## src/sfs_pkg.sv

```systemverilog
// Constants and types for the cabinet bus fault supervisor
package sfs_pkg;
	localparam int DW = 32;
	localparam int AW = 8;
	// Register byte offsets
	localparam logic [7:0] OFF_CTRL = 8'h00;
	localparam logic [7:0] OFF_ENABLE = 8'h04;
	localparam logic [7:0] OFF_STATUS = 8'h08;
	localparam logic [7:0] OFF_IRQ_STAT = 8'h0c;
	localparam logic [7:0] OFF_IRQ_MASK = 8'h10;
	localparam logic [7:0] OFF_MAP_SEL = 8'h14;
	localparam logic [7:0] OFF_MAP_DATA = 8'h18;
	localparam logic [7:0] OFF_COMPAT_SEL = 8'h1c;
	localparam logic [7:0] OFF_COMPAT_DATA = 8'h20;
	localparam logic [7:0] OFF_ERR_SEL = 8'h24;
	localparam logic [7:0] OFF_ERR_DATA = 8'h28;
	localparam logic [7:0] OFF_CMD = 8'h2c;
	// CTRL fields
	localparam int CTRL_RUN_BIT = 0;
	localparam int CTRL_DETREP_BIT = 1;
	localparam int CTRL_RETRY_LSB = 8;
	localparam logic [31:0] CTRL_RESET = 32'h0000_0000;
	// CMD fields
	localparam int CMD_CLEAR_BIT = 0;
	// Device enable layout: 8 terminal, 8 detector, 1 monitor
	localparam int NUM_TF = 8;
	localparam int NUM_DET = 8;
	localparam int NUM_DEV = 17;
	localparam int MON_IDX = 16;
	localparam logic [16:0] ENABLE_RESET = 17'h0_0000;
	// Channels
	localparam int NUM_MCH = 16;
	localparam int NUM_OCH = 24;
	localparam int NUM_PAIR = 120;
	localparam int ERR_W = 16;
	// Interrupt bits
	localparam int IRQ_FAULT = 0;
	localparam int IRQ_LATCH = 1;
	localparam int IRQ_DET = 2;
	localparam int IRQ_COMPAT = 3;
	localparam int IRQ_W = 4;
	// Timing: one minute at 250 MHz
	localparam longint CLK_HZ = 250_000_000;
	localparam longint MINUTE_S = 60;
	localparam longint MINUTE_CYC = CLK_HZ * MINUTE_S;
	localparam int FAULT_LIMIT = 3;
	typedef enum logic [1:0] {
		SFS_IDLE,
		SFS_FAULT,
		SFS_WINDOW,
		SFS_LATCHED
	} sfs_state_e;
endpackage : sfs_pkg

```

## src/sfs_supervisor.sv

```systemverilog
// Cabinet serial bus fault supervisor with Wishbone registers
// How it works
// - Bus carries Type-1 messages at 153.6 kbit/s; link logic is outside.
// - Enabled interface units talk only while the run gate is on.
// - Enable bits: 8 terminal units, then detectors, then the monitor.
// - Retry window counts down 0..255 minutes, started by a critical fault.
// - Zero window: a fault latches until reset or operator clear.
// - Nonzero window: fault mode lasts until communication is restored.
// - Window keeps running after recovery; first two faults recover.
// - A third fault inside the window latches until reset or clear.
// - Faults of enabled detectors raise events when reporting is on.
// - Detector faults are dropped when reporting is off.
// - Monitor present, run gate on and table mismatching its card gives fault and flash.
// - Compatibility table holds one bit per channel pair, triangular.
// - Compatible channel pairs may show concurrent indications freely.
// - Each of 16 monitor channels maps to one of 24 outputs.
// - A zero map entry selects identity mapping.
// - Each enabled unit keeps a frame error count and status.
// - Operator clear removes a latched critical fault.
`timescale 1ns/1ps
`default_nettype none
module sfs_supervisor #(
	parameter longint MINUTE_CYCLES = sfs_pkg::MINUTE_CYC
) (
	input wire logic clk,
	input wire logic rst_b,
	input wire logic wb_cyc_i,
	input wire logic wb_stb_i,
	input wire logic wb_we_i,
	input wire logic [sfs_pkg::AW-1:0] wb_adr_i,
	input wire logic [sfs_pkg::DW-1:0] wb_dat_i,
	input wire logic [3:0] wb_sel_i,
	output logic [sfs_pkg::DW-1:0] wb_dat_o,
	output logic wb_ack_o,
	output logic wb_err_o,
	input wire logic comm_fault,
	input wire logic [sfs_pkg::NUM_DET-1:0] det_fault,
	input wire logic [sfs_pkg::NUM_DEV-1:0] frame_err,
	input wire logic [sfs_pkg::NUM_DEV-1:0] unit_ok,
	input wire logic [sfs_pkg::NUM_PAIR-1:0] monitor_card,
	output logic [sfs_pkg::NUM_DEV-1:0] unit_active,
	output logic [sfs_pkg::NUM_DET-1:0] det_event,
	output logic fault_mode,
	output logic fault_latched,
	output logic compat_fault,
	output logic flash_req,
	output logic [sfs_pkg::NUM_PAIR-1:0] compat_table,
	output logic [5*sfs_pkg::NUM_MCH-1:0] channel_out,
	output logic irq
);
	import sfs_pkg::*;

	// Pair index in the upper triangle, i<j
	function automatic logic [6:0] pair_idx(input logic [3:0] i,
		input logic [3:0] j);
		logic [7:0] a;
		logic [7:0] b;
		a = {4'h0, i};
		b = {4'h0, j};
		pair_idx = 7'(a * 8'd15 - ((a * (a - 8'd1)) >> 1) + b - a - 8'd1);
	endfunction : pair_idx

	logic [31:0] ctrl_q;
	logic [NUM_DEV-1:0] enable_q;
	logic [IRQ_W-1:0] irq_stat_q;
	logic [IRQ_W-1:0] irq_mask_q;
	logic [3:0] map_sel_q;
	logic [4:0] map_q [NUM_MCH];
	logic [3:0] ci_q;
	logic [3:0] cj_q;
	logic [NUM_PAIR-1:0] compat_q;
	logic [4:0] err_sel_q;
	logic [ERR_W-1:0] err_cnt_q [NUM_DEV];
	logic clear_cmd;
	logic wr;
	logic rd;
	logic mapped;
	logic [31:0] rdata;
	sfs_state_e state_q;
	logic [7:0] min_left_q;
	logic [39:0] tick_q;
	logic [1:0] faults_q;
	logic comm_fault_q;
	logic fault_rise;
	logic latch_evt;
	logic [NUM_DET-1:0] det_evt;
	logic run;
	logic [7:0] retry;

	assign run = ctrl_q[CTRL_RUN_BIT];
	assign retry = ctrl_q[CTRL_RETRY_LSB +: 8];
	// An err cycle blocks a second take just like an ack cycle
	assign wr = wb_cyc_i && wb_stb_i && wb_we_i && !wb_ack_o &&
		!wb_err_o;
	assign rd = wb_cyc_i && wb_stb_i && !wb_we_i && !wb_ack_o &&
		!wb_err_o;

	always_comb begin
		mapped = 1'b1;
		rdata = 32'h0000_0000;
		case (wb_adr_i)
			OFF_CTRL: rdata = ctrl_q;
			OFF_ENABLE: rdata = {15'h0000, enable_q};
			OFF_STATUS: rdata = {26'h0, compat_fault, fault_latched, fault_mode,
				faults_q, 1'b0} | {16'h0, min_left_q, 8'h00};
			OFF_IRQ_STAT: rdata = {28'h0, irq_stat_q};
			OFF_IRQ_MASK: rdata = {28'h0, irq_mask_q};
			OFF_MAP_SEL: rdata = {28'h0, map_sel_q};
			OFF_MAP_DATA: rdata = {27'h0, map_q[map_sel_q]};
			OFF_COMPAT_SEL: rdata = {24'h0, cj_q, ci_q};
			OFF_COMPAT_DATA: rdata = {31'h0, (ci_q < cj_q) &&
				compat_q[pair_idx(ci_q, cj_q)]};
			OFF_ERR_SEL: rdata = {27'h0, err_sel_q};
			OFF_ERR_DATA: rdata = (err_sel_q < 5'(NUM_DEV)) ?
				{15'h0, unit_ok[err_sel_q], err_cnt_q[err_sel_q]} : 32'h0;
			OFF_CMD: rdata = 32'h0000_0000;
			default: mapped = 1'b0;
		endcase
	end

	// Single-wait-state slave; unmapped addresses answer with err
	always_ff @(posedge clk) begin
		if (!rst_b) begin
			wb_ack_o <= 1'b0;
			wb_err_o <= 1'b0;
			wb_dat_o <= 32'h0000_0000;
		end else begin
			wb_ack_o <= (wr || rd) && mapped;
			wb_err_o <= (wr || rd) && !mapped;
			wb_dat_o <= rd ? rdata : 32'h0000_0000;
		end
	end

	assign clear_cmd = wr && wb_adr_i == OFF_CMD && wb_sel_i[0] &&
		wb_dat_i[CMD_CLEAR_BIT];

	always_ff @(posedge clk) begin
		if (!rst_b) begin
			ctrl_q <= CTRL_RESET;
			enable_q <= ENABLE_RESET;
			irq_mask_q <= '0;
			map_sel_q <= '0;
			ci_q <= '0;
			cj_q <= '0;
			err_sel_q <= '0;
		end else if (wr) begin
			case (wb_adr_i)
				OFF_CTRL: begin
					for (int b = 0; b < 4; b++) begin
						if (wb_sel_i[b]) begin
							ctrl_q[8*b +: 8] <= wb_dat_i[8*b +: 8];
						end
					end
				end
				OFF_ENABLE: begin
					if (wb_sel_i[0]) begin
						enable_q[7:0] <= wb_dat_i[7:0];
					end
					if (wb_sel_i[1]) begin
						enable_q[15:8] <= wb_dat_i[15:8];
					end
					if (wb_sel_i[2]) begin
						enable_q[MON_IDX] <= wb_dat_i[MON_IDX];
					end
				end
				OFF_IRQ_MASK: if (wb_sel_i[0]) begin
					irq_mask_q <= wb_dat_i[IRQ_W-1:0];
				end
				OFF_MAP_SEL: if (wb_sel_i[0]) begin
					map_sel_q <= wb_dat_i[3:0];
				end
				OFF_COMPAT_SEL: if (wb_sel_i[0]) begin
					ci_q <= wb_dat_i[3:0];
					cj_q <= wb_dat_i[7:4];
				end
				OFF_ERR_SEL: if (wb_sel_i[0]) begin
					err_sel_q <= wb_dat_i[4:0];
				end
				default: ;
			endcase
		end
	end

	// Map storage; entries above 24 are clamped to zero (identity)
	always_ff @(posedge clk) begin
		if (!rst_b) begin
			for (int m = 0; m < NUM_MCH; m++) begin
				map_q[m] <= 5'h00;
			end
		end else if (wr && wb_adr_i == OFF_MAP_DATA && wb_sel_i[0]) begin
			map_q[map_sel_q] <= (wb_dat_i[4:0] > 5'(NUM_OCH)) ? 5'h00 :
				wb_dat_i[4:0];
		end
	end

	// Only pairs with i<j exist; diagonal or reversed writes are ignored
	always_ff @(posedge clk) begin
		if (!rst_b) begin
			compat_q <= '0;
		end else if (wr && wb_adr_i == OFF_COMPAT_DATA && wb_sel_i[0] &&
			ci_q < cj_q) begin
			compat_q[pair_idx(ci_q, cj_q)] <= wb_dat_i[0];
		end
	end
	assign compat_table = compat_q;

	// Output channel number per monitor channel, 1-based
	genvar g;
	generate
		for (g = 0; g < NUM_MCH; g++) begin : g_map
			assign channel_out[5*g +: 5] = (map_q[g] == 5'h00) ?
				5'(g + 1) : map_q[g];
		end
	endgenerate

	// Units run only when enabled and the run gate is on
	assign unit_active = run ? enable_q : '0;

	// Retry supervisor
	always_ff @(posedge clk) begin
		if (!rst_b) begin
			comm_fault_q <= 1'b0;
		end else begin
			comm_fault_q <= comm_fault && run;
		end
	end
	assign fault_rise = comm_fault && run && !comm_fault_q;

	always_ff @(posedge clk) begin
		if (!rst_b) begin
			state_q <= SFS_IDLE;
			faults_q <= 2'd0;
			min_left_q <= 8'h00;
			tick_q <= '0;
		end else begin
			case (state_q)
				SFS_IDLE: if (fault_rise) begin
					if (retry == 8'h00) begin
						state_q <= SFS_LATCHED;
					end else begin
						state_q <= SFS_FAULT;
						min_left_q <= retry;
						tick_q <= '0;
						faults_q <= 2'd1;
					end
				end
				SFS_FAULT, SFS_WINDOW: begin
					if (tick_q == 40'(MINUTE_CYCLES - 1)) begin
						tick_q <= '0;
						// Stops at zero so an expiry during fault cannot wrap
						if (min_left_q != 8'h00) begin
							min_left_q <= min_left_q - 8'h01;
						end
					end else begin
						tick_q <= tick_q + 40'h1;
					end
					if (fault_rise && faults_q == 2'(FAULT_LIMIT - 1)) begin
						state_q <= SFS_LATCHED;
					end else if (fault_rise) begin
						faults_q <= faults_q + 2'd1;
						state_q <= SFS_FAULT;
					end else if (state_q == SFS_FAULT && !comm_fault) begin
						state_q <= SFS_WINDOW;
					end else if (state_q == SFS_WINDOW &&
						(min_left_q == 8'h00 ||
						(tick_q == 40'(MINUTE_CYCLES - 1) &&
						min_left_q == 8'h01))) begin
						state_q <= SFS_IDLE;
						faults_q <= 2'd0;
					end
				end
				SFS_LATCHED: if (clear_cmd) begin
					state_q <= SFS_IDLE;
					faults_q <= 2'd0;
					min_left_q <= 8'h00;
				end
				default: state_q <= SFS_IDLE;
			endcase
		end
	end

	assign fault_mode = state_q == SFS_FAULT || state_q == SFS_LATCHED;
	assign fault_latched = state_q == SFS_LATCHED;
	assign latch_evt = fault_rise && (state_q == SFS_IDLE ? retry == 8'h00 :
		(state_q != SFS_LATCHED && faults_q == 2'(FAULT_LIMIT - 1)));

	// Compatibility check against the monitor card
	assign compat_fault = run && enable_q[MON_IDX] &&
		(compat_q != monitor_card);
	assign flash_req = compat_fault || fault_mode || !run;

	// Detector fault filter
	assign det_evt = ctrl_q[CTRL_DETREP_BIT] ?
		(det_fault & enable_q[NUM_TF +: NUM_DET]) : '0;
	always_ff @(posedge clk) begin
		if (!rst_b) begin
			det_event <= '0;
		end else begin
			det_event <= det_evt;
		end
	end

	// Per-unit frame error counters, saturating
	generate
		for (g = 0; g < NUM_DEV; g++) begin : g_err
			always_ff @(posedge clk) begin
				if (!rst_b) begin
					err_cnt_q[g] <= '0;
				end else if (unit_active[g] && frame_err[g] &&
					err_cnt_q[g] != '1) begin
					err_cnt_q[g] <= err_cnt_q[g] + 16'h0001;
				end
			end
		end
	endgenerate

	// Sticky status, set beats the clear-on-read
	always_ff @(posedge clk) begin
		if (!rst_b) begin
			irq_stat_q <= '0;
		end else begin
			irq_stat_q <= ((rd && wb_adr_i == OFF_IRQ_STAT) ? '0 : irq_stat_q) |
				{compat_fault, |det_evt, latch_evt, fault_rise};
		end
	end
	assign irq = |(irq_stat_q & irq_mask_q);
endmodule : sfs_supervisor
`default_nettype wire

```

## config.mk

```make
export PLATFORM = sky130hd
export DESIGN_NAME = sfs_supervisor
export DESIGN_NICKNAME = d
export VERILOG_FILES = /design/src/sfs_pkg.sv /design/src/sfs_supervisor.sv
export SDC_FILE = /design/constraint.sdc
export NUM_CORES = 2
export LEC_CHECK = 0
export ABC_CLOCK_PERIOD_IN_PS = 9300
export BUFFER_PORTS_ARGS = -buffer_cell sky130_fd_sc_hd__buf_2
export CAP_MARGIN = 20
export CORE_MARGIN = 2
export CORE_UTILIZATION = 46
export CTS_CLUSTER_SIZE = 14
export DETAILED_ROUTE_END_ITERATION = 16
export PLACE_DENSITY = 0.74
export SLEW_MARGIN = 20
export SYNTH_ARGS = -nofsm -noshare
export SYNTH_HDL_FRONTEND = slang
export SYNTH_SLANG_ARGS = --single-unit
```

## constraint.sdc

```tcl
create_clock -name clk -period 9.3 [get_ports clk]
set_input_delay 0.465 -clock clk [delete_from_list [all_inputs] [get_ports clk]]
set_output_delay 0.465 -clock clk [all_outputs]
set_load 0.005 [all_outputs]
```

======== Word level (Yosys, flattened, before mapping) ========
Memory sizes are Yosys's and may differ from the RTL's. A register that Yosys moved wholly into a read port is not among the register bits.
Cells that the tools add are included.
word-level totals
  memories kept ........................... 2
  word-level logic and storage cells ...... 377
  bits in registers ....................... 289
  bits in writable memories ............... 352
memory list
  name       depth  width  read ports  clocked after Yosys merged registers in  wr ports  RTL line              source
  err_cnt_q  17     16     18          1                                        17        sfs_supervisor.sv:73  logic [ERR_W-1:0] err_cnt_q [NUM_DEV];
  map_q      16     5      17          1                                        16        sfs_supervisor.sv:68  logic [4:0] map_q [NUM_MCH];
cells by class
  multiplexer cells ....................... 134
  reductions and logical operators ........ 119
  equal/unequal tests ..................... 45
  multiply operators ...................... 2
  magnitude comparators ................... 6
  add/subtract/negate cells ............... 25
  bitwise operators ....................... 21
operators by type and width
  kind                   count
  $pmux 32 s11           1
  $add 16x1->16 const B  17
  $mux 16                17
  $ne 16x16->1 const B   17
  $bwmux 120             1
  $mux 40                3
  $ne 120x120->1         1
  $mux 5                 20
  $logic_not 5->1        16
  $pmux 40 s2            1
  $logic_and 1x1->1      64
  $mux 1                 61
  $mux 8                 6
  $add 40x1->40 const B  1
  $eq 40x34->1 const B   1
  $reduce_and 3->1       13
  $mux 17                2
  $eq 8x5->1 const B     4
  $eq 8x6->1 const B     4
  $logic_not 8->1        3
  $mux 2                 12
  $pmux 8 s3             1
  $or 1x1->1             17
  $eq 8x4->1 const B     2
  45 further kinds       67

======== Logic depth before layout (Yosys ltp) ========
  depth after elaboration ................. 11
  depth in mapped cells ................... 30
  gate-level depth less buffers ........... 28

======== Worst setup path before layout ========
Ideal clock, no wire load.
  kind .................................... register to register
  start point ............................. register ci_q[0]
  end point ............................... register compat_q[77], in the netlist compat_table[77]
  setup slack ............................. 1.325 ns
  arrival ................................. 7.861 ns
  data required time ...................... 9.185 ns
  path buffers ............................ 2
  setup time .............................. 0.115 ns
  stages on the path, launching flop included .. 30
  cell sequence ........................... dfxtp_1 clkbuf_1 inv_1 ha_1 nand2b_1 nand2_1 nor2_1 fa_1 inv_1 fa_1 inv_1 fa_1 inv_1 fa_1 fa_1 fa_1 inv_1 fa_1 inv_1 fa_1 ha_1 nor2b_1 o21ai_0 nand2b_1 xnor2_1 nand2_1 nor3_1 clkbuf_1 a21boi_0 o21a_1
between the ends
  longest elaborated chain between the ends .. 11
  elaborated cells between the ends (all ways) .. 15
  classes of those cells .................. add/sub: 5; mul: 2; order compare: 3; mux: 3; reduce/logical: 2
ends and longest elaborated chain
  what                                                                   RTL line               source
  start, declared                                                        sfs_supervisor.sv:69   logic [3:0] ci_q;
  start signal, assigned                                                 sfs_supervisor.sv:173  ci_q <= wb_dat_i[3:0];
  $sub 4x1->5                                                            sfs_supervisor.sv:60   pair_idx = 7'(a * 8'd15 - ((a * (a - 8'd1)) >> 1) + b - a - 8'd1);
  $mul 5x5->8                                                            sfs_supervisor.sv:60
  $sub 7x7->7                                                            sfs_supervisor.sv:60
  $add 7x4->7                                                            sfs_supervisor.sv:60
  $sub 7x4->7                                                            sfs_supervisor.sv:60
  $sub 7x1->7                                                            sfs_supervisor.sv:60
  $lt 7x8->1 (implied by the code) / $ge 7x1->1 (equally long branches)  sfs_supervisor.sv:202  compat_q[pair_idx(ci_q, cj_q)] <= wb_dat_i[0];
  $logic_and 1x1->1 (implied by the code)                                sfs_supervisor.sv:202
  $mux 1 (implied by the code)                                           sfs_supervisor.sv:202
  $demux 1 s7                                                            sfs_supervisor.sv:202
  $bwmux 120                                                             sfs_supervisor.sv:202
  end signal, assigned by index                                          sfs_supervisor.sv:202
  end, declared                                                          sfs_supervisor.sv:71   logic [NUM_PAIR-1:0] compat_q;
Several ways; a longest one is shown, not always the timed one.
A chain may end at the register's enable or synchronous reset.

======== Worst setup path in the final report ========
  start point ............................. register ci_q[3]
  end point ............................... register compat_q[85], in the netlist compat_table[85]
The elaborated chain is that of the path after synthesis.

==> results.sh <==
export IMPL_status="finished clean"
export IMPL_cp_top_family="adder cells"
export IMPL_ys_ff_latch=650
export IMPL_wl_met2_um=55000
export IMPL_place_port_buffers=475
export IMPL_p_leak_uw=0.0157
export IMPL_slowest_stage="nor2_1"
export IMPL_numCtsBuffers=74
export IMPL_cts_sinks=650
export IMPL_place_congestion=1.02
export IMPL_critical_path_arrival_ns=9.11
export IMPL_worst_slew_pin_slew_ns=1.23
export IMPL_setup_ws_ns=0.708
export IMPL_area_delta_synth_final_pct=15.4
export IMPL_multi_input_area_um2=18900
export IMPL_die_area_um2=82000
export IMPL_p_per_area_nw_per_um2=156
export IMPL_cts_max_level=3
export IMPL_drt_drc_violations_left=0
export IMPL_core_area_um2=79000
export IMPL_finalInstanceArea_um2=42300
export IMPL_cts_resized=0
export IMPL_totalWireLength_um=122000
export IMPL_critPathMaxFanout=17
export IMPL_cp_num_buf_inv=6
export IMPL_place_ws_ns=0.497
export IMPL_ctsHoldBuffers=0
export IMPL_clk_pin_slew_ns=0.06
export IMPL_dpl_instance_area_um2=39800
export IMPL_avgSynthCellArea_um2=10.1
export IMPL_cts_tree="done"
export IMPL_drv_slew=0
export IMPL_ant_nets=0
export IMPL_critPathMostFrequentCell="fa_1"
export IMPL_syn_cell_area_um2=36700
export IMPL_min_path_type="in2reg"
export IMPL_setup_tns_ns=0
export IMPL_grt_overflow=0
export IMPL_cp_depth=26
export IMPL_yosysSeqAreaShare=0.451
export IMPL_holdWs_ns=0.0881
export IMPL_highest_layer="met5"
export IMPL_die_h_um=286
export IMPL_max_slew_margin_rel=0.175
export IMPL_wl_met1_um=48000
export IMPL_final_layout_size_suffix_gt1_frac=0.206
export IMPL_start_kind="flop"
export IMPL_fin_crit_sh=0.924
export IMPL_ys_flop_type="edfxtp_1"
export IMPL_grt_usage=0.291
export IMPL_clk_latency_ns=0.63
export IMPL_critPathKind="reg2reg"
export IMPL_clockRootBuffer="clkbuf_16"
export IMPL_rsz0062_at_grt="false"
export IMPL_fill_cells=6874
export IMPL_maxCapViolations=0
export IMPL_rrSetupSlack_ns=0.71
export IMPL_critPathRequiredTime_ns=9.81
export IMPL_viasPerCell=6.03
export IMPL_vias=30887
export IMPL_clock_path_buffers=3
export IMPL_dp_hpwl_um=91400
export IMPL_setup_viol_count_final=0
export IMPL_end_kind="flop"
export IMPL_r2r_end="compat_table[85]"
export IMPL_final_nets=4306
export IMPL_hold_depth=3
export IMPL_first_pass_iters=8
export IMPL_cp_slowest_stage_delay_ns=0.60
export IMPL_seq_area_um2=16500
export IMPL_fmax_mhz=116
export IMPL_grt_antenna_before_repair=15
export IMPL_timing_rr_start="ci_q[3]"
export IMPL_post_cts_repair_setup_buffers=0
export IMPL_grt_pass1_wl_um=182000
export IMPL_die_w_um=286
export IMPL_wl_met3_um=14400
export IMPL_finClkSkew_ns=0.0251
export IMPL_min_period_ns=8.59
export IMPL_synth_edf_count=352
export IMPL_synth_cells=3646
export IMPL_grt_pass1_vias=29156
export IMPL_async_reset_ff_frac=0
export IMPL_ys_warn_count=0
export IMPL_ys_types=78
export IMPL_ios=476
export IMPL_finalHoldViolations=0
export IMPL_crit_path_end="compat_table[85]"
export IMPL_wl_per_cell_um=23.9
export IMPL_drt_iter0_drc=4181
export IMPL_grt_max_degree=121
export IMPL_ff2ff_path_depth=26
export IMPL_syn_nets=3947
export IMPL_rows=103
export IMPL_ir_worst_vdd_uv=119
export IMPL_start_util=0.464
export IMPL_utilization=0.536
export IMPL_critPathLaunch="ci_q[3]"
[final cells by class]
cell class,instances,area share
repair buffers,514,0.0633
multi-input cells,2674,0.447
well taps,1050,0.0311
inverters,91,0.00813
clock inverters,25,0.00645
flip-flops and latches,650,0.391
clock buffers,110,0.0524
diodes,5,0.000296
[metrics by stage]
stage / instances / power (uW)
after floorplan: 3646 / 3480
after global placement: 4979 / 3670
after detailed placement: 4979 / 3680
after CTS: 5114 / 6650
after global routing: 5116 / 6810
final: 5119 / 6620
[cell usage after synthesis, drive strengths merged, types with 71 or more instances]
cell type	instances	share of area
and3	148	0.025
nor2	548	0.056
clkbuf	192	0.020
a21oi	140	0.019
xnor2	226	0.054
nand2	288	0.029
inv	90	0.0092
nand4	71	0.012
mux4	118	0.072
edfxtp	352	0.29
o21a	73	0.015
xor2	170	0.041
dfxtp	298	0.16
nand3	184	0.025
[worst min path at each step]
stage | slack [ns] | startpoint | endpoint
after global routing | 0.08 | wb_dat_i[23] | ctrl_q[23]
after CTS | 0.06 | wb_dat_i[29] | ctrl_q[29]
final | 0.09 | det_fault[5] | det_event[5]
after global placement | 0.43 | ctrl_q[25] | ctrl_q[25]
after floorplan | 0.43 | ctrl_q[24] | ctrl_q[24]
after detailed placement | 0.44 | ctrl_q[27] | ctrl_q[27]
[metal layers]
metal | vias up | global-route usage
met2 | 1846 | 0.451
met1 | 14928 | 0.390
met5 | - | 0
met3 | 288 | 0.0805
met4 | 6 | 0.108
li1 | 13819 | -
[layout by cell type, fill, tap and decap left out, drive strengths merged, types with 140 or more instances in the layout]
cell,n
nand2,288
a21oi,140
xnor2,226
and3,148
edfxtp,352
dfxtp,298
xor2,170
nor2,548
nand3,184
buf,514
[cells by family (layout without fill, tap and decap cells)]
group | Yosys count | in the layout | synth area share
simple gates | 1456 | 1456 | 0.188
flops | 650 | 650 | 0.451
compound gates | 532 | 532 | 0.101
xor+xnor | 397 | 397 | 0.0952
buf+inv | 322 | 740 | 0.0340
mux | 200 | 200 | 0.0960
fa+ha+maj | 89 | 89 | 0.0347
other cells | 0 | 5 | 0
[worst min-delay path, stage by stage]
cell	delay, ns
buf_2	0.08
nand2_1	0.06
nor2_1	0.07
[flip-flops by register name, indices dropped and copies added, names as in the netlist, 17 cells and up, named ones only]
| register | count |
|---|---|
| enable_q | 17 |
| err_cnt_q | 272 |
| compat_table | 120 |
| wb_dat_o | 32 |
| tick_q | 40 |
| ctrl_q | 32 |
| map_q | 80 |
[where the power goes]
group          internal (uW)  switching [uW]  total, uW
Clock                   1770            1220       2990
Combinational            175             284        459
Sequential              3090            84.8       3170
Total                   5030            1590       6620
Note: power is estimated with default switching activity, not from simulation.
